File: src/rtl/urs_pkg.sv
// ============================================================
// shared constants for the receive status and baud block
package urs_pkg;

  // ============================================================
  // register byte offsets
  localparam logic [11:0] URS_OFS_STATUS_A  = 12'h000;
  localparam logic [11:0] URS_OFS_CONTROL_B = 12'h004;
  localparam logic [11:0] URS_OFS_CONTROL_C = 12'h008;
  localparam logic [11:0] URS_OFS_DIV_LOW   = 12'h00C;
  localparam logic [11:0] URS_OFS_DIV_HIGH  = 12'h010;
  localparam logic [11:0] URS_OFS_DATA      = 12'h014;

  // ============================================================
  // field positions
  localparam int URS_STA_RXC   = 7;
  localparam int URS_STA_FE    = 4;
  localparam int URS_STA_DOR   = 3;
  localparam int URS_STA_PE    = 2;
  localparam int URS_STA_U2X   = 1;
  localparam int URS_CTB_RXCIE = 7;
  localparam int URS_CTB_RXEN  = 4;
  localparam int URS_CTC_MSEL  = 6;
  localparam int URS_CTC_UPM1  = 5;
  localparam int URS_CTC_UPM0  = 4;
  localparam int URS_CTC_USBS  = 3;
  localparam int URS_CTC_XDIR  = 0;
  localparam int URS_ENT_FE    = 10;
  localparam int URS_ENT_DOR   = 9;
  localparam int URS_ENT_PE    = 8;

  // ============================================================
  // widths and values after reset
  localparam int                 URS_DIV_W   = 12;
  localparam int                 URS_ENT_W   = 11;
  localparam logic [7:0]         URS_STA_RST = 8'h00;
  localparam logic [7:0]         URS_CTB_RST = 8'h00;
  localparam logic [7:0]         URS_CTC_RST = 8'h00;
  localparam logic [URS_DIV_W-1:0] URS_DIV_RST = 12'h000;

  // ============================================================
  // last phase index of the 16, 8 and 2 state recovery modes
  localparam logic [3:0] URS_PH_LAST_NORM   = 4'hF;
  localparam logic [3:0] URS_PH_LAST_DOUBLE = 4'h7;
  localparam logic [3:0] URS_PH_LAST_SYNC   = 4'h1;
  localparam logic [2:0] URS_BIT_LAST       = 3'h7;

  typedef enum logic [2:0] {
    URS_IDLE,
    URS_START,
    URS_DATA,
    URS_PARITY,
    URS_STOP
  } urs_rx_state_e;

endpackage

File: src/rtl/urs_baud_gen.sv
`timescale 1ns/10ps
module urs_baud_gen
  import urs_pkg::*;
(
  // clock and reset
  input  wire logic                 pclk,
  input  wire logic                 presetn,
  // divisor control
  input  wire logic [URS_DIV_W-1:0] divisor,
  input  wire logic                 reload,
  // baud clock pulse
  output logic                      tick
);

  logic [URS_DIV_W-1:0] cnt_reg;

  // ============================================================
  // down-counter
  // reload at zero or write
  always_ff @(posedge pclk or negedge presetn) begin
    if (!presetn) begin
      cnt_reg <= URS_DIV_RST;
    end else if (reload || cnt_reg == '0) begin
      cnt_reg <= divisor;
    end else begin
      cnt_reg <= cnt_reg - 1'b1;
    end
  end

  assign tick = (cnt_reg == '0) && !reload;

  // ============================================================
  // checks
  reload_value_a : assert property (
    @(posedge pclk) disable iff (!presetn)
    (reload || cnt_reg == '0) |=> cnt_reg == $past(divisor))
    else $error("baud counter did not reload the divisor");

  tick_at_zero_a : assert property (
    @(posedge pclk) disable iff (!presetn)
    (cnt_reg == 12'h001 && !reload) ##1 !reload |-> tick)
    else $error("baud pulse missing when counter reached zero");

endmodule

File: src/rtl/urs_rx_status.sv
// The placing of the registers and register access over APB were left to the implementer.
`timescale 1ns/10ps
module urs_rx_status
  import urs_pkg::*;
(
  // apb slave
  input  wire logic        pclk,
  input  wire logic        presetn,
  input  wire logic        psel,
  input  wire logic        penable,
  input  wire logic        pwrite,
  input  wire logic [11:0] paddr,
  input  wire logic [31:0] pwdata,
  output logic      [31:0] prdata,
  output logic             pready,
  output logic             pslverr,
  // serial line and clock pin
  input  wire logic        rxd,
  input  wire logic        xck_in,
  output logic             xck_out,
  output logic             xck_oe,
  output logic             tx_tick,
  // interrupt
  input  wire logic        global_irq_enable,
  output logic             rx_complete_irq
);

  logic                 double_speed_reg;
  logic                 receive_complete_irq_enable_reg;
  logic                 receiver_enable_reg;
  logic                 usart_mode_select_reg;
  logic                 parity_mode_high_reg;
  logic                 parity_mode_low_reg;
  logic                 stop_bit_count_select_reg;
  logic                 sync_clock_pin_direction_reg;
  logic [URS_DIV_W-1:0] baud_divisor_reg;
  logic [31:0]          prdata_reg;
  logic                 wr_acc;
  logic                 rd_acc;
  logic                 addr_ok;
  logic                 div_low_wr;
  logic                 baud_tick;
  logic                 sync_master;
  logic                 sync_slave;
  logic [3:0]           ph_last;
  logic [3:0]           tx_cnt_reg;
  logic                 tx_tick_reg;
  logic                 xck_in_reg;
  logic                 xck_out_reg;
  logic                 xck_rise;
  logic                 xck_fall;
  logic                 sample_evt;
  logic                 start_det;
  logic                 frame_done;
  urs_rx_state_e        state_reg;
  logic [3:0]           ph_reg;
  logic [2:0]           bit_reg;
  logic [7:0]           shift_reg;
  logic                 par_bit_reg;
  logic                 pe_calc;
  logic [URS_ENT_W-1:0] frame_entry;
  logic [URS_ENT_W-1:0] hold_reg;
  logic                 hold_valid_reg;
  logic                 ovr_pend_reg;
  logic [URS_ENT_W-1:0] fifo_mem [2];
  logic                 wr_ptr_reg;
  logic                 rd_ptr_reg;
  logic [1:0]           fill_reg;
  logic                 pop;
  logic                 push;
  logic                 space;
  logic [URS_ENT_W-1:0] push_entry;
  logic [URS_ENT_W-1:0] head;
  logic                 rxc;
  logic                 status_fe;
  logic                 status_dor;
  logic                 status_pe;
  logic [7:0]           rd_byte;

  // ============================================================
  // apb decode, zero wait states
  assign wr_acc     = psel && penable && pwrite;
  assign rd_acc     = psel && penable && !pwrite;
  assign pready     = 1'b1;
  assign pslverr    = psel && penable && !addr_ok;
  assign prdata     = prdata_reg;
  assign div_low_wr = wr_acc && paddr == URS_OFS_DIV_LOW;

  always_comb begin
    case (paddr)
      URS_OFS_STATUS_A, URS_OFS_CONTROL_B, URS_OFS_CONTROL_C,
      URS_OFS_DIV_LOW, URS_OFS_DIV_HIGH, URS_OFS_DATA: addr_ok = 1'b1;
      default: addr_ok = 1'b0;
    endcase
  end

  // ============================================================
  // control registers
  always_ff @(posedge pclk or negedge presetn) begin
    if (!presetn) begin
      double_speed_reg                <= URS_STA_RST[URS_STA_U2X];
      receive_complete_irq_enable_reg <= URS_CTB_RST[URS_CTB_RXCIE];
      receiver_enable_reg             <= URS_CTB_RST[URS_CTB_RXEN];
      usart_mode_select_reg           <= URS_CTC_RST[URS_CTC_MSEL];
      parity_mode_high_reg            <= URS_CTC_RST[URS_CTC_UPM1];
      parity_mode_low_reg             <= URS_CTC_RST[URS_CTC_UPM0];
      stop_bit_count_select_reg       <= URS_CTC_RST[URS_CTC_USBS];
      sync_clock_pin_direction_reg    <= URS_CTC_RST[URS_CTC_XDIR];
      baud_divisor_reg                <= URS_DIV_RST;
    end else if (wr_acc) begin
      case (paddr)
        URS_OFS_STATUS_A: begin
          double_speed_reg <= pwdata[URS_STA_U2X];
        end
        URS_OFS_CONTROL_B: begin
          receive_complete_irq_enable_reg <= pwdata[URS_CTB_RXCIE];
          receiver_enable_reg             <= pwdata[URS_CTB_RXEN];
        end
        URS_OFS_CONTROL_C: begin
          usart_mode_select_reg        <= pwdata[URS_CTC_MSEL];
          parity_mode_high_reg         <= pwdata[URS_CTC_UPM1];
          parity_mode_low_reg          <= pwdata[URS_CTC_UPM0];
          stop_bit_count_select_reg    <= pwdata[URS_CTC_USBS];
          sync_clock_pin_direction_reg <= pwdata[URS_CTC_XDIR];
        end
        URS_OFS_DIV_LOW: begin
          baud_divisor_reg[7:0] <= pwdata[7:0];
        end
        URS_OFS_DIV_HIGH: begin
          baud_divisor_reg[URS_DIV_W-1:8] <= pwdata[URS_DIV_W-9:0];
        end
        default: begin
        end
      endcase
    end
  end

  // ============================================================
  // baud generator and clock selection
  urs_baud_gen u_baud (
    .pclk    (pclk),
    .presetn (presetn),
    .divisor (baud_divisor_reg),
    .reload  (div_low_wr),
    .tick    (baud_tick)
  );

  assign sync_master = usart_mode_select_reg && sync_clock_pin_direction_reg;
  assign sync_slave  = usart_mode_select_reg && !sync_clock_pin_direction_reg;

  always_comb begin
    if (usart_mode_select_reg) begin
      ph_last = URS_PH_LAST_SYNC;
    end else if (double_speed_reg) begin
      ph_last = URS_PH_LAST_DOUBLE;
    end else begin
      ph_last = URS_PH_LAST_NORM;
    end
  end

  // pin inputs are synchronous, so one stage is enough for edges
  always_ff @(posedge pclk or negedge presetn) begin
    if (!presetn) begin
      xck_in_reg  <= 1'b0;
      xck_out_reg <= 1'b0;
    end else begin
      xck_in_reg <= xck_in;
      if (!sync_master) begin
        xck_out_reg <= 1'b0;
      end else if (baud_tick) begin
        xck_out_reg <= !xck_out_reg;
      end
    end
  end

  assign xck_rise = xck_in && !xck_in_reg;
  assign xck_fall = !xck_in && xck_in_reg;
  assign xck_out  = xck_out_reg;
  assign xck_oe   = sync_master;

  // slave samples on the pin edge
  always_comb begin
    if (sync_slave) begin
      sample_evt = xck_rise;
    end else if (sync_master) begin
      sample_evt = baud_tick && !xck_out_reg;
    end else begin
      sample_evt = baud_tick && ph_reg == ph_last
                   && state_reg != URS_START;
    end
  end

  // ============================================================
  // transmitter clock divider
  // divide baud pulse per mode; sync slave follows the pin falling edge
  always_ff @(posedge pclk or negedge presetn) begin
    if (!presetn) begin
      tx_cnt_reg  <= 4'h0;
      tx_tick_reg <= 1'b0;
    end else if (sync_slave) begin
      tx_cnt_reg  <= 4'h0;
      tx_tick_reg <= xck_fall;
    end else begin
      tx_tick_reg <= baud_tick && tx_cnt_reg >= ph_last;
      if (baud_tick) begin
        tx_cnt_reg <= (tx_cnt_reg >= ph_last) ? 4'h0 : tx_cnt_reg + 4'h1;
      end
    end
  end

  assign tx_tick = tx_tick_reg;

  // ============================================================
  // receive frame sequencer, eight data bits, lsb first
  assign start_det = receiver_enable_reg && state_reg == URS_IDLE && !rxd
                     && (usart_mode_select_reg ? sample_evt : baud_tick);
  assign frame_done = receiver_enable_reg && state_reg == URS_STOP && sample_evt;

  always_ff @(posedge pclk or negedge presetn) begin
    if (!presetn) begin
      state_reg   <= URS_IDLE;
      ph_reg      <= 4'h0;
      bit_reg     <= 3'h0;
      shift_reg   <= 8'h00;
      par_bit_reg <= 1'b0;
    end else if (!receiver_enable_reg) begin
      state_reg <= URS_IDLE;
      ph_reg    <= 4'h0;
    end else begin
      if (baud_tick && state_reg != URS_IDLE) begin
        ph_reg <= (ph_reg >= ph_last) ? 4'h0 : ph_reg + 4'h1;
      end
      case (state_reg)
        URS_IDLE: begin
          ph_reg  <= 4'h0;
          bit_reg <= 3'h0;
          if (start_det) begin
            state_reg <= usart_mode_select_reg ? URS_DATA : URS_START;
          end
        end
        URS_START: begin
          // start bit must still be low half a bit later
          if (baud_tick && ph_reg == (ph_last >> 1)) begin
            ph_reg    <= 4'h0;
            state_reg <= rxd ? URS_IDLE : URS_DATA;
          end
        end
        URS_DATA: begin
          if (sample_evt) begin
            shift_reg <= {rxd, shift_reg[7:1]};
            bit_reg   <= bit_reg + 3'h1;
            if (bit_reg == URS_BIT_LAST) begin
              state_reg <= parity_mode_high_reg ? URS_PARITY : URS_STOP;
            end
          end
        end
        URS_PARITY: begin
          if (sample_evt) begin
            par_bit_reg <= rxd;
            state_reg   <= URS_STOP;
          end
        end
        // later stop bits fall in idle
        URS_STOP: begin
          if (sample_evt) begin
            state_reg <= URS_IDLE;
          end
        end
        default: begin
          state_reg <= URS_IDLE;
        end
      endcase
    end
  end

  // low bit zero even, one odd
  assign pe_calc = parity_mode_high_reg
                   && (^shift_reg ^ par_bit_reg ^ parity_mode_low_reg);

  // stop bit sampled low is an error
  assign frame_entry = {!rxd, 1'b0, pe_calc, shift_reg};

  // ============================================================
  // two-entry receive buffer with shift holding stage
  assign pop   = rd_acc && paddr == URS_OFS_DATA && rxc;
  assign space = (fill_reg != 2'd2) || pop;
  assign push  = receiver_enable_reg && space && (hold_valid_reg || frame_done);

  always_comb begin
    push_entry              = hold_valid_reg ? hold_reg : frame_entry;
    push_entry[URS_ENT_DOR] = ovr_pend_reg;
  end

  always_ff @(posedge pclk) begin
    if (push) begin
      fifo_mem[wr_ptr_reg] <= push_entry;
    end
  end

  always_ff @(posedge pclk or negedge presetn) begin
    if (!presetn) begin
      wr_ptr_reg <= 1'b0;
      rd_ptr_reg <= 1'b0;
      fill_reg   <= 2'd0;
    end else if (!receiver_enable_reg) begin
      wr_ptr_reg <= 1'b0;
      rd_ptr_reg <= 1'b0;
      fill_reg   <= 2'd0;
    end else begin
      if (push) begin
        wr_ptr_reg <= !wr_ptr_reg;
      end
      if (pop) begin
        rd_ptr_reg <= !rd_ptr_reg;
      end
      case ({push, pop})
        2'b10:   fill_reg <= fill_reg + 2'd1;
        2'b01:   fill_reg <= fill_reg - 2'd1;
        default: fill_reg <= fill_reg;
      endcase
    end
  end

  // a frame finishing into a full buffer waits here; a later one overwrites it
  always_ff @(posedge pclk or negedge presetn) begin
    if (!presetn) begin
      hold_reg       <= '0;
      hold_valid_reg <= 1'b0;
      ovr_pend_reg   <= 1'b0;
    end else if (!receiver_enable_reg) begin
      hold_valid_reg <= 1'b0;
      ovr_pend_reg   <= 1'b0;
    end else begin
      if (frame_done && (hold_valid_reg || !space)) begin
        hold_reg       <= frame_entry;
        hold_valid_reg <= 1'b1;
      end else if (push) begin
        hold_valid_reg <= 1'b0;
      end
      if (start_det && hold_valid_reg && fill_reg == 2'd2) begin
        ovr_pend_reg <= 1'b1;
      end else if (push) begin
        ovr_pend_reg <= 1'b0;
      end
    end
  end

  // ============================================================
  // status view and read data
  // head moves with the pop edge
  assign head = fifo_mem[rd_ptr_reg];
  assign rxc        = fill_reg != 2'd0;
  assign status_fe  = rxc && head[URS_ENT_FE];
  assign status_dor = rxc && head[URS_ENT_DOR];
  assign status_pe  = rxc && parity_mode_high_reg && head[URS_ENT_PE];

  always_comb begin
    rd_byte = 8'h00;
    case (paddr)
      URS_OFS_STATUS_A: begin
        rd_byte[URS_STA_RXC] = rxc;
        rd_byte[URS_STA_FE]  = status_fe;
        rd_byte[URS_STA_DOR] = status_dor;
        rd_byte[URS_STA_PE]  = status_pe;
        rd_byte[URS_STA_U2X] = double_speed_reg;
      end
      URS_OFS_CONTROL_B: begin
        rd_byte[URS_CTB_RXCIE] = receive_complete_irq_enable_reg;
        rd_byte[URS_CTB_RXEN]  = receiver_enable_reg;
      end
      URS_OFS_CONTROL_C: begin
        rd_byte[URS_CTC_MSEL] = usart_mode_select_reg;
        rd_byte[URS_CTC_UPM1] = parity_mode_high_reg;
        rd_byte[URS_CTC_UPM0] = parity_mode_low_reg;
        rd_byte[URS_CTC_USBS] = stop_bit_count_select_reg;
        rd_byte[URS_CTC_XDIR] = sync_clock_pin_direction_reg;
      end
      URS_OFS_DIV_LOW:  rd_byte = baud_divisor_reg[7:0];
      URS_OFS_DIV_HIGH: rd_byte = {4'h0, baud_divisor_reg[URS_DIV_W-1:8]};
      URS_OFS_DATA:     rd_byte = rxc ? head[7:0] : 8'h00;
      default:          rd_byte = 8'h00;
    endcase
  end

  // read data is caught in the setup cycle so the access phase sees a flop
  always_ff @(posedge pclk or negedge presetn) begin
    if (!presetn) begin
      prdata_reg <= 32'h0000_0000;
    end else if (psel && !penable) begin
      prdata_reg <= {24'h00_0000, rd_byte};
    end
  end

  assign rx_complete_irq = rxc && receive_complete_irq_enable_reg
                           && global_irq_enable;

  // ============================================================
  // checks
  flush_clears_a : assert property (
    @(posedge pclk) disable iff (!presetn)
    !receiver_enable_reg |=> !rxc && !rx_complete_irq)
    else $error("receiver disable did not flush the buffer");

  irq_follows_a : assert property (
    @(posedge pclk) disable iff (!presetn)
    (pop && fill_reg == 2'd1 && !push) |=> !rx_complete_irq)
    else $error("interrupt stayed up after last character read");

  pop_advance_a : assert property (
    @(posedge pclk) disable iff (!presetn)
    (pop && !push && receiver_enable_reg) |=> fill_reg == $past(fill_reg) - 2'd1)
    else $error("data read did not consume a character");

  err_wr_ignored_a : assert property (
    @(posedge pclk) disable iff (!presetn)
    (wr_acc && paddr == URS_OFS_STATUS_A && !push && !pop && receiver_enable_reg)
    |=> $stable({status_fe, status_dor, status_pe}))
    else $error("status write changed an error flag");

  empty_no_irq_a : assert property (
    @(posedge pclk) disable iff (!presetn)
    (fill_reg == 2'd0) |-> !rx_complete_irq && !status_fe && !status_dor)
    else $error("flag or interrupt raised with empty buffer");

  stop_bit_fe_a : assert property (
    @(posedge pclk) disable iff (!presetn)
    (frame_done && push && !hold_valid_reg && fill_reg == 2'd0 && !pop)
    ##1 receiver_enable_reg |-> status_fe == !$past(rxd))
    else $error("frame error does not match the stop bit");

  overrun_set_a : assert property (
    @(posedge pclk) disable iff (!presetn)
    (start_det && hold_valid_reg && fill_reg == 2'd2) ##1 receiver_enable_reg
    |-> ovr_pend_reg)
    else $error("overrun not recorded on start with full buffer");

  parity_off_a : assert property (
    @(posedge pclk) disable iff (!presetn)
    !parity_mode_high_reg |-> !status_pe)
    else $error("parity error visible with checking disabled");

endmodule

File: config.mk
export PLATFORM = sky130hd
export DESIGN_NAME = urs_rx_status
export DESIGN_NICKNAME = d
export VERILOG_FILES = /design/src/rtl/urs_pkg.sv /design/src/rtl/urs_baud_gen.sv /design/src/rtl/urs_rx_status.sv
export SDC_FILE = /design/constraint.sdc
export NUM_CORES = 1
export LEC_CHECK = 0
export BUFFER_PORTS_ARGS = -buffer_cell sky130_fd_sc_hd__buf_2
export CORE_MARGIN = 4
export CORE_UTILIZATION = 45
export CTS_CLUSTER_DIAMETER = 200
export DETAILED_ROUTE_END_ITERATION = 8
export PLACE_DENSITY = 0.76
export SLEW_MARGIN = 20
export SYNTH_ARGS = -nofsm -noshare
export SYNTH_HDL_FRONTEND = slang
export SYNTH_SLANG_ARGS = --single-unit
File: constraint.sdc
create_clock -name pclk -period 5.4 [get_ports pclk]
set_input_delay 0.27 -clock pclk [delete_from_list [all_inputs] [get_ports pclk]]
set_output_delay 0.27 -clock pclk [all_outputs]
set_load 0.02 [all_outputs]
Yosys cells after proc, flatten, opt, wreduce, memory -nomap -nowiden

Memories as Yosys holds them, arrays and structs flattened.
Cells that the tools add are included.

Flip-flop bits (word level): 82
Bits in writable memories: 22
Input port bits: 52
Output and inout bits: 38
Logic and storage cells: 191
Memories: 1

Memory list:

| name     | depth | bits a word | read ports | clocked after memory_dff | wr ports | line                | source |
|---|---|---|---|---|---|---|---|
| fifo_mem | 2     | 11          | 1          | 0                        | 1        | urs_rx_status.sv:65 | `logic [URS_ENT_W-1:0] fifo_mem [2];` |

Add/subtract/negate cells: 6
$lt $le $gt $ge: 2
Equal/unequal tests: 30
Multiplexer cells: 52
Bitwise operators: 2
Reductions and logical operators: 71

Operators with widths:

| operator                                                                 | count |
|---|---|
| 1-bit logical AND                                                        | 36 |
| 4-bit two-way mux                                                        | 9 |
| 3-bit two-way mux                                                        | 9 |
| 12-bit by 4-bit equality test with 1-bit output (second input constant)  | 2 |
| 12-bit by 5-bit equality test with 1-bit output (second input constant)  | 2 |
| 12-bit zero test                                                         | 2 |
| 1-bit two-way mux                                                        | 18 |
| 3-bit inequality test (second input constant)                            | 6 |
| 3-bit one-hot mux with 5 select lines                                    | 1 |
| 12-bit by 3-bit equality test with 1-bit output (second input constant)  | 1 |
| 1-bit zero test                                                          | 12 |
| 12-bit two-way mux                                                       | 1 |
| 3-bit by 1-bit inequality test with 1-bit output (second input constant) | 4 |
| 2-bit AND reduction                                                      | 6 |
| 12-bit by 1-bit subtractor with 12-bit output (second input constant)    | 1 |
| 11-bit two-way mux                                                       | 1 |
| 1-bit one-hot mux with 5 select lines                                    | 2 |
| 3-bit AND reduction                                                      | 3 |
| 4-bit by 1-bit adder with 4-bit output (second input constant)           | 2 |
| 4-bit greater-or-equal comparator                                        | 2 |
| 8-bit two-way mux                                                        | 1 |
| 1-bit one-hot mux with 4 select lines                                    | 2 |
| 2-bit one-hot mux with 4 select lines                                    | 1 |
| 4-bit one-hot mux with 2 select lines                                    | 1 |
| 24 further kinds                                                         | 38 |

Depth between registers and ports, before layout

Gate-level depths: netlist (run 1).

Depth after elaboration: 15
Gate-level depth with buffers: 10
Mapped depth without buffers: 8

By module

Synthesis (run 1) repeated with hierarchy kept, for this count alone.

Cell total of the unflattened synthesis: 507
Area, all modules: 5632.9 um2

By module, submodules not included:

| module        | times used | cells each | area an instance (um2) | sequential area each (um2) |
|---|---|---|---|---|
| urs_rx_status | 1          | 435        | 4923.5                 | 2412.3 |
| urs_baud_gen  | 1          | 72         | 709.4                  | 300.3 |

Worst setup path before layout (run 1)

Ideal clock, no wire load.

Path type: register to register
From: reg usart_mode_select_reg
To: mem fifo_mem[0][0], enable pin
Library setup time: 352 ps
Arrival: 2767 ps
Required time: 5048 ps
Path slack: 2281 ps
Cell stages (with the launch flop): 9
Path buffers: 1
Clock period less this slack: 3119 ps
Cell sequence: dfrtp_1 clkbuf_1 or2_2 ha_1 nand4_1 o31ai_1 nand4_1 a21oi_1 and3b_1

Longest elaborated chain between the ends: 11
Elaborated cells between the ends (all ways): 13
Those cells by class: 1 x eq/ne; 5 x mux; 7 x reduce/logical

Ends and longest elaborated chain:

| element                                   | line                 | source |
|---|---|---|
| start, declared                           | urs_rx_status.sv:31  | `logic usart_mode_select_reg;` |
| start signal, assigned                    | urs_rx_status.sv:104 | `usart_mode_select_reg <= URS_CTC_RST[URS_CTC_MSEL];` |
| start signal, assigned                    | urs_rx_status.sv:120 | `usart_mode_select_reg <= pwdata[URS_CTC_MSEL];` |
| 4-bit two-way mux                         | urs_rx_status.sv:152 | `if (usart_mode_select_reg) begin` |
| 4-bit equality test                       | urs_rx_status.sv:188 | `sample_evt = baud_tick && ph_reg == ph_last` |
| 1-bit logical AND                         | urs_rx_status.sv:188 |  |
| 1-bit logical AND                         | urs_rx_status.sv:189 | `&& state_reg != URS_START;` |
| 1-bit two-way mux                         | urs_rx_status.sv:185 | `end else if (sync_master) begin` |
| 1-bit two-way mux *                       | urs_rx_status.sv:183 | `if (sync_slave) begin` |
| 1-bit logical AND *                       | urs_rx_status.sv:217 | `assign frame_done = receiver_enable_reg && state_reg == URS_STOP && sample_evt;` |
| 1-bit logical OR *                        | urs_rx_status.sv:287 | `assign push = receiver_enable_reg && space && (hold_valid_reg \|\| frame_done);` |
| 1-bit logical AND *                       | urs_rx_status.sv:287 |  |
| 1-bit two-way mux *                       | urs_rx_status.sv:295 | `if (push) begin` |
| 1-bit two-way mux (not written as such) * | urs_rx_status.sv:296 | `fifo_mem[wr_ptr_reg] <= push_entry;` |
| end, declared                             | urs_rx_status.sv:65  |  |

Every way passes the cells marked *; elsewhere a longest branch is shown, timed or not.

Worst setup path after layout (run 1)

From: reg usart_mode_select_reg
To: mem fifo_mem[0][7], enable pin

The elaborated chain is that of the path after synthesis.

==> results of run 1 <==
-- placed cells by master (no fill, tap or decap), types with 3 or more instances in the layout --
| cell | instances |
|---|---|
| a21o_1 | 5 |
| a21oi_1 | 23 |
| a221oi_1 | 3 |
| a22o_1 | 5 |
| and2_1 | 4 |
| and3_1 | 3 |
| buf_2 | 39 |
| clkbuf_16 | 9 |
| conb_1 | 25 |
| dfrtp_1 | 82 |
| edfxtp_1 | 22 |
| ha_1 | 12 |
| inv_1 | 10 |
| mux2_2 | 44 |
| mux2_4 | 5 |
| mux2i_1 | 14 |
| nand2_1 | 52 |
| nand2b_1 | 5 |
| nand3_1 | 7 |
| nand3b_1 | 3 |
| nand4_1 | 7 |
| nor2_1 | 28 |
| nor2b_1 | 4 |
| nor3_1 | 11 |
| nor3b_1 | 4 |
| nor4_1 | 3 |
| o21ai_0 | 35 |
| o22ai_1 | 7 |
| o31ai_1 | 4 |
| or2_2 | 5 |
| or4_1 | 5 |
| or4bb_1 | 3 |
| xnor2_1 | 17 |
| xor2_1 | 6 |
-- path summary, 6_finish.rpt --
path                                  startpoint           endpoint
max                        usart_mode_select_reg     fifo_mem[0][7]
min                                      presetn        hold_reg[2]
max reg2reg                usart_mode_select_reg     fifo_mem[0][7]
min reg2reg                          hold_reg[8]        hold_reg[8]
max in group asynchronous                presetn  u_baud.cnt_reg[7]
min in group pclk                         xck_in         xck_in_reg
-- area by class of cell --
class	instances	share of cell area
Clock buffer	10	0.0372
Tap cell	168	0.0341
Timing Repair Buffer	40	0.0335
Clock inverter	6	0.0136
Multi-Input combinational cell	383	0.435
Sequential cell	104	0.441
Inverter	10	0.00610
-- kinds of logic (layout without fill, tap and decap cells) --
| kind of cell | after synthesis | count (layout) |
|---|---|---|
| AND/OR/NAND/NOR | 160 | 160 |
| buffers and inverters | 56 | 66 |
| adder cells (fa/ha/maj) | 12 | 12 |
| flip-flops | 104 | 104 |
| multiplexers | 63 | 63 |
| AO/OA/AOI/OAI | 100 | 100 |
| other | 2 | 25 |
| XOR/XNOR | 23 | 23 |
-- worst max-delay path: cells and delay by family, from the launching register on --
kind            cells  cell delay, ns
compound gates      2            1.06
fa+ha+maj           1            0.31
flops               1            0.57
simple gates        4            1.29
-- power groups by stage --
stage	clock network, W	registers, W	logic (W)
floorplan	0	0.000914	0.000159
global placement	0	0.000922	0.000189
detailed placement	0	0.000929	0.000200
CTS	0.000698	0.000915	0.000201
global route	0.000727	0.000924	0.000230
finish	0.000685	0.000915	0.000198
-- through the flow --
step | total power [W] | std cells | worst slack (ns)
floorplan | 0.00107 | 543 | 2.28
global placement | 0.00111 | 705 | 1.93
detailed placement | 0.00113 | 705 | 1.82
CTS | 0.00181 | 721 | 1.79
global route | 0.00188 | 721 | 1.55
finish | 0.00180 | 721 | 1.81
-- metal layers --
| layer | GRT usage | share of wire | vias up |
|---|---|---|---|
| li1 | - | - | 1898 |
| met1 | 0.215 | 0.46 | 1940 |
| met2 | 0.261 | 0.47 | 116 |
| met3 | 0.0467 | 0.060 | 17 |
| met4 | 0.0465 | 0.014 | 0 |
| met5 | 0 | 0 | - |
==> results.toml, run 1 <==
[power_and_ir_drop]
switching_share = 0.254
intPower_w = 0.00134
clock_power_share = 0.381
p_comb_frac = 0.110
ir_worst_vdd_uv = 136
p_seq_frac = 0.509
power_switching_w = 0.000457
leakage_nw = 2.66
powerDensity_mw_per_mm2 = 292

[timing]
setup_viol = 0
slew_violations = 0
period_minus_slack_ns = 3.59
hold_viol = 55
fin_crit_sh = 0.664
tightest_slew_ns = 0.811
fin_worst_skew_ns = 0.00677
clock.fmax_mhz = 279
setup_tns_ns = 0
relSlewSlack = 0.458
rsz0062_at_grt = "false"
holdWs_ns = -0.0405

[placement]
place_area_sq_mm = 0.00584
dp_hpwl_microns = 8350
port_buffers = 40
routabilityCongestion = 0.883

[routing]
wirelength_microns = 11500
first_iter_violations = 345
vias = 3971
drc = 0
wl_per_cell_microns = 15.9
postRouteAntennaNets = 0
dr.pass1.iters = 5
post_drt_via_cell_ratio = 5.51

[clock_tree]
cts_hold_buf = 0
htreeDepth = 3
post_cts_buffers = 0
clk_latency_ns = 0.35
numCtsBuffers = 9
ctsLongestPathBuffers = 2
clkSlewWorstSetupHoldPaths_ns = 0.07
root_buffer = "clkbuf_16"
numClockSinks = 104
cts_tree = "done"
cts_resized = 0

[floorplan]
initial_core_util = 0.464
fp.dieH_microns = 120
io_pins = 90
coreArea_sq_mm = 0.0121
die_x_microns = 120
die_area_sq_mm = 0.0143
rows = 40

[yosys]
netlist_top_cells_count = "82 x dfrtp_1, 52 x nand2_1, 44 x mux2_2"
yosysSeqAreaShare = 0.483
synth_top_area_frac = 0.365
synth_compound_area_frac = 0.118
postSynth.asyncResetShare = 0.788
yosysWarnings = 0
synth.distinct_cells = 66
ys_ff_latch = 104
synthSimpleGateAreaFrac = 0.152
synth_xor_area_frac = 0.0358
synthAdderAreaFrac = 0.0267
muxShareOfSynthArea = 0.126
syn_inst = 520
synth.area.top_cells = "dfrtp_1 37%, edfxtp_1 12%, mux2_2 8.8%"
yosysTopAreaCell = "dfrtp_1"
synth_edf_count = 22
synth_top_family_by_area = "simple AND/OR/NAND/NOR gates"
netlist_area_sq_mm = 0.00562
synthFlopType = "dfrtp_1"
synth.most_common_cell = "dfrtp_1"
avgSynthCellArea_sq_um = 10.8

[worst_setup_path]
cp-start-kind = "flop"
reg2reg_depth = 7
r2r_slack_ns = 1.81
slowest_stage = "o31ai_1"
worstPathArrival_ns = 3.57
critPathMostFrequentCell = "nand4_1"
crit_chain = "or2_2 -> ha_1 -> nand4_1 -> o31ai_1 -> nand4_1 -> a21oi_1 -> and3b_1"
required_ns = 5.39
cp-end-kind = "flop"
path_max_fanout = 16
cpPeakStageDelay_ns = 0.66
crit_type = "flop to flop"

[final_layout]
multi_input_area_sq_mm = 0.00268
fin_util = 0.508
drive_gt1_frac = 0.213
fin_nets = 612
regArea_sq_mm = 0.00271
largest_reg_flops = 22
antenna_cells = 0
n_fill_cell = 1094
area_delta_synth_final_pct = 9.53
fin_area_sq_mm = 0.00616

[global_routing]
grt.total_usage = 0.162
antenna_found_initial = 0
overflow = 0
grt_pass1_vias = 3912
grt_max_degree = 83
grt_pass1_wl_microns = 18900

[job]
maxCapViolCount = 0

[outcome]
violations = "negative hold slack"
status = "complete, but fails checks"

[worst_hold_path]
worst_hold_path_type = "input port to async pin"
Note: power is estimated with default switching activity, not from simulation.
==> run 2: changes to the inputs <==
- PLACE_DENSITY: 0.76 -> 0.78
- clock period: 5.4 -> 2.9 ns (I/O delays scaled with it)
==> run 2 against run 1 <==
The flow now finishes without violations; first-iteration DRC count increased by 27%; clock power increased by 65%; hold slack improved by 0.10 ns; non-clock buffer count increased by 17; critical path depth unchanged; total power increased by 79%; combinational power increased by 95%; critical path type unchanged.
==> results.toml, run 2 (same netlist as run 1, synthesis figures left out) <==
[outcome]
status = "completed"

[worst_setup_path]
r2r_slack_ns = 0.16
reg2reg_depth = 7
rr_endpoint = "fifo_mem[0][2]"
slowest_stage = "and3b_2"
cpPeakStageDelay_ns = 0.42
worstPathArrival_ns = 2.76
crit_type = "flop to flop"
r2r_start = "double_speed_reg"
required_ns = 2.92
critPathMostFrequentCell = "nand4_1"
cp-start-kind = "flop"
path_max_fanout = 12
crit_chain = "or2_2 -> ha_1 -> nand4_1 -> o31ai_4 -> nand4_1 -> a21oi_1 -> and3b_2"
cp-end-kind = "flop"

[power_and_ir_drop]
clock_power_share = 0.350
p_comb_frac = 0.120
powerDensity_mw_per_mm2 = 514
ir_worst_vdd_uv = 327
intPower_w = 0.00234
power_switching_w = 0.000874
switching_share = 0.272
power_w = 0.00322
p_seq_frac = 0.530
leakage_nw = 2.73

[timing]
clock.fmax_mhz = 365
holdWs_ns = 0.0590
setup_viol = 0
relSlewSlack = 0.449
hold_viol = 0
period_minus_slack_ns = 2.74
slew_violations = 0
rsz0062_at_grt = "false"
fin_crit_sh = 0.943
setup_tns_ns = 0
fin_worst_skew_ns = 0.0108
tightest_slew_ns = 0.813

[final_layout]
antenna_cells = 0
fin_nets = 629
layout.cells.non_filler = 738
largest_reg_flops = 22
area_delta_synth_final_pct = 11.4
mostFrequentLayoutCells = "82 x dfrtp_1, 52 x nand2_1, 44 x mux2_2"
layout_commonest_cell = "dfrtp_1"
drive_gt1_frac = 0.237

[clock_tree]
ctsLongestPathBuffers = 2
root_buffer = "clkbuf_16"
htreeDepth = 3
numCtsBuffers = 9
clkSlewWorstSetupHoldPaths_ns = 0.07
post_cts_buffers = 0
cts_tree = "done"
numClockSinks = 104
clk_latency_ns = 0.35

[global_routing]
antenna_found_initial = 0
grt_pass1_wl_microns = 20000
grt_max_degree = 83
overflow = 0
grt.total_usage = 0.174
grt_pass1_vias = 4127

[routing]
postRouteAntennaNets = 0
first_iter_violations = 438
vias = 4108
post_drt_via_cell_ratio = 5.57
dr.pass1.iters = 5
wl_per_cell_microns = 16.5
wirelength_microns = 12200
drc = 0

[worst_hold_path]
min_path_cells = 2
worst_hold_path_type = "input port to flop"
hold_path_startpoint = "pwdata[2]"
hold_path_end = "baud_divisor_reg[2]"

[placement]
routabilityCongestion = 0.877
dp.cells = 720
port_buffers = 40
dp_hpwl_microns = 8880

[floorplan]
fp.dieH_microns = 120
die_x_microns = 120
initial_core_util = 0.464
rows = 40
coreArea_sq_mm = 0.0121
io_pins = 90
die_area_sq_mm = 0.0143

[job]
maxCapViolCount = 0
-- run 2: layer usage --
layer  global-route usage  wire (microns)
met1                0.218            5210
met2                0.289            5890
met5                    0               0
met3               0.0391             750
met4               0.0737             307
-- run 2: cell type report --
cell class                      count  area (sq um)
Sequential cell                   104          2710
Multi-Input combinational cell    383          2690
Fill cell                        1053          5850
Clock inverter                      4          31.3
Inverter                           10          37.5
Clock buffer                       12           236
Timing Repair Buffer               57           339
Tap cell                          168           210
-- run 2: how the worst max path moves through the flow --
stage / end / depth (start not counted) / startpoint
after floorplan: fifo_mem[0][0] / 8 / usart_mode_select_reg
after global placement: fifo_mem[0][2] / 7 / double_speed_reg
after detailed placement: fifo_mem[0][2] / 7 / double_speed_reg
after CTS: fifo_mem[0][9] / 7 / double_speed_reg
after global routing: fifo_mem[0][2] / 7 / double_speed_reg
final: fifo_mem[0][2] / 7 / double_speed_reg
-- run 2: critical path: cells and delay by family, from the launching register on --
kind	cells	cell delay (ns)
flops	1	0.39
compound gates	2	0.64
simple gates	4	1.08
fa+ha+maj	1	0.30
-- run 2: power groups by stage --
stage                     Sequential [W]  Combinational [W]  Clock (W)
final                            0.00170           0.000386    0.00113
after global placement           0.00172           0.000359          0
after detailed placement         0.00173           0.000382          0
after floorplan                  0.00170           0.000296          0
after CTS                        0.00170           0.000386    0.00114
after global routing             0.00172           0.000437    0.00119
-- run 2: through the flow --
step | setup slack (ns) | instance area [sq um] | utilization
after global routing | 0.00565 | 6260 | 0.517
final | 0.164 | 6260 | 0.517
after floorplan | 0.0338 | 5720 | -
after global placement | 0.217 | 5960 | 0.492
after detailed placement | 0.101 | 5960 | 0.492
after CTS | 0.0894 | 6240 | 0.515
-- run 2: repair_timing --
item                                    4_1_cts  5_1_grt
endpoints found under the setup margin        0       23
hold endpoints to repair                      1       82
gates resized for setup                       0        1
hold buffers                                  1        1
==> run 3: changes to the inputs <==
- CORE_UTILIZATION: 45 -> 53
- CTS_BUF_LIST: not set -> sky130_fd_sc_hd__clkbuf_8
- HOLD_SLACK_MARGIN: not set -> 0.08
- PLACE_DENSITY: 0.78 -> 0.88
==> run 3 against run 2 <==
Cell area down 0.40%; register-to-register slack improved by 0.04 ns; sequential share of layout area up 0.17 points; hold slack improved by 0.15 ns; wire length is essentially flat; sequential power barely moved; critical path type unchanged; largest cell class unchanged; highest routed layer unchanged.
==> results.toml, run 3 (same netlist as run 1, synthesis figures left out) <==
[clock_tree]
root_buffer = "clkbuf_8"
numCtsBuffers = 9
post_cts_buffers = 0
ctsLongestPathBuffers = 2
numClockSinks = 104
clkSlewWorstSetupHoldPaths_ns = 0.11
htreeDepth = 3
clk_latency_ns = 0.38
cts_tree = "done"

[final_layout]
fin_util = 0.604
fin_area_sq_mm = 0.00624
antenna_cells = 0
drive_gt1_frac = 0.240
n_fill_cell = 804
fin_nets = 639
area_delta_synth_final_pct = 10.9
layout_commonest_cell = "dfrtp_1"
largest_reg_flops = 22
mostFrequentLayoutCells = "82 x dfrtp_1, 52 x nand2_1, 44 x mux2_2"

[power_and_ir_drop]
ir_worst_vdd_uv = 330
leakage_nw = 2.75
p_comb_frac = 0.137
powerDensity_mw_per_mm2 = 484
switching_share = 0.303
power_switching_w = 0.000913
p_seq_frac = 0.564
intPower_w = 0.00211
clock_power_share = 0.299

[global_routing]
grt_max_degree = 83
antenna_found_initial = 0
grt_pass1_wl_microns = 20800
grt.total_usage = 0.205
grt_pass1_vias = 4253
overflow = 0

[timing]
setup_slack_ns = 0.200
holdWs_ns = 0.207
period_minus_slack_ns = 2.70
hold_viol = 0
fin_worst_skew_ns = 0.0112
relSlewSlack = 0.390
fin_crit_sh = 0.931
setup_viol = 0
rsz0062_at_grt = "false"
tightest_slew_ns = 0.901
clock.fmax_mhz = 370
slew_violations = 0
setup_tns_ns = 0

[floorplan]
io_pins = 90
fp.dieH_microns = 111
die_x_microns = 111
initial_core_util = 0.545
rows = 37
coreArea_sq_mm = 0.0103
die_area_sq_mm = 0.0123

[worst_setup_path]
path_max_fanout = 12
required_ns = 2.96
cp-start-kind = "flop"
cpPeakStageDelay_ns = 0.42
slowest_stage = "dfrtp_1"
critPathLaunch = "double_speed_reg"
worstPathArrival_ns = 2.76
critPathMostFrequentCell = "nand4_1"
r2r_start = "double_speed_reg"
r2r_slack_ns = 0.20
cp-end-kind = "flop"
crit_type = "flop to flop"
crit_family = "simple AND/OR/NAND/NOR gates"
crit_chain = "or2_2 -> ha_1 -> nand4_1 -> o31ai_2 -> buf_4 -> nand4_1 -> a21oi_1 -> and3b_2"
worst-path-buf-inv = 1

[routing]
drc = 0
post_drt_via_cell_ratio = 5.97
wl_per_cell_microns = 17.0
dr.pass1.iters = 5
wirelength_microns = 12100
postRouteAntennaNets = 0
first_iter_violations = 366
vias = 4271

[placement]
dp_hpwl_microns = 8690
place_ws_ns = 0.277
port_buffers = 40
place_area_sq_mm = 0.00593
routabilityCongestion = 0.912

[outcome]
status = "completed"

[job]
maxCapViolCount = 0

[worst_hold_path]
hold_path_startpoint = "pwrite"
worst_hold_path_type = "input port to flop"
-- run 3: cell count changes in the layout (fill, tap and decap cells not counted) --
cell / previous run / this run
o31ai_4: 1 / 0
dlygate4sd3_1: 2 / 11
inv_8: 0 / 4
clkinvlp_4: 3 / 1
o31ai_2: 0 / 1
clkbuf_8: 0 / 9
clkbuf_16: 9 / 0
clkbuf_1: 3 / 0
inv_6: 0 / 1
buf_4: 15 / 16
-- run 3: final timing paths --
kind,to,cells after the start
setup / recovery,fifo_mem[0][8],8
hold reg to reg,hold_reg[10],2
hold / removal,hold_valid_reg,3
min in group asynchronous,prdata[2],2
setup reg to reg,fifo_mem[0][8],8
max in group asynchronous,u_baud.cnt_reg[5],2
-- run 3: area by class of cell --
cell class              count  area, sq um  share of cell area
flip-flops and latches    104         2710               0.435
repair buffers             67          437              0.0700
multi-input cells         383         2690               0.431
clock buffers               9          124              0.0199
well taps                 136          170              0.0273
inverters                  10         37.5             0.00602
clock inverters             7         70.1              0.0112
-- run 3: metal layers --
| layer | up-vias | wire [microns] | part of all wire | track usage |
|---|---|---|---|---|
| met4 | 0 | 329 | 0.027 | 0.0895 |
| met1 | 2074 | 5030 | 0.41 | 0.262 |
| met2 | 215 | 5890 | 0.48 | 0.332 |
| li1 | 1947 | - | - | - |
| met5 | - | 0 | 0 | 0 |
| met3 | 35 | 907 | 0.075 | 0.0502 |
-- run 3: repair_timing --
action                                 in CTS  in global routing
hold buffers                               11                  0
endpoints found under the hold margin     104                  0
gates resized for setup                     0                  0
-- run 3: stage by stage --
step / power [W] / instances
after floorplan: 0.00200 / 543
after global placement: 0.00208 / 689
after detailed placement: 0.00212 / 689
after CTS: 0.00302 / 716
after global routing: 0.00316 / 716
final: 0.00302 / 716
-- run 3: worst min-delay path, stage by stage --
cell and delay [ns]:
buf_2 0.11, nor3_1 0.11, o21ai_0 0.17
-- run 3: power groups by stage --
stage / logic, W / clock network, W / registers (W)
2_1_floorplan: 0.000296 / 0 / 0.00170
3_3_place_gp: 0.000359 / 0 / 0.00172
3_5_place_dp: 0.000390 / 0 / 0.00173
4_1_cts: 0.000406 / 0.000918 / 0.00170
5_1_grt: 0.000464 / 0.000980 / 0.00172
6_report: 0.000414 / 0.000902 / 0.00170
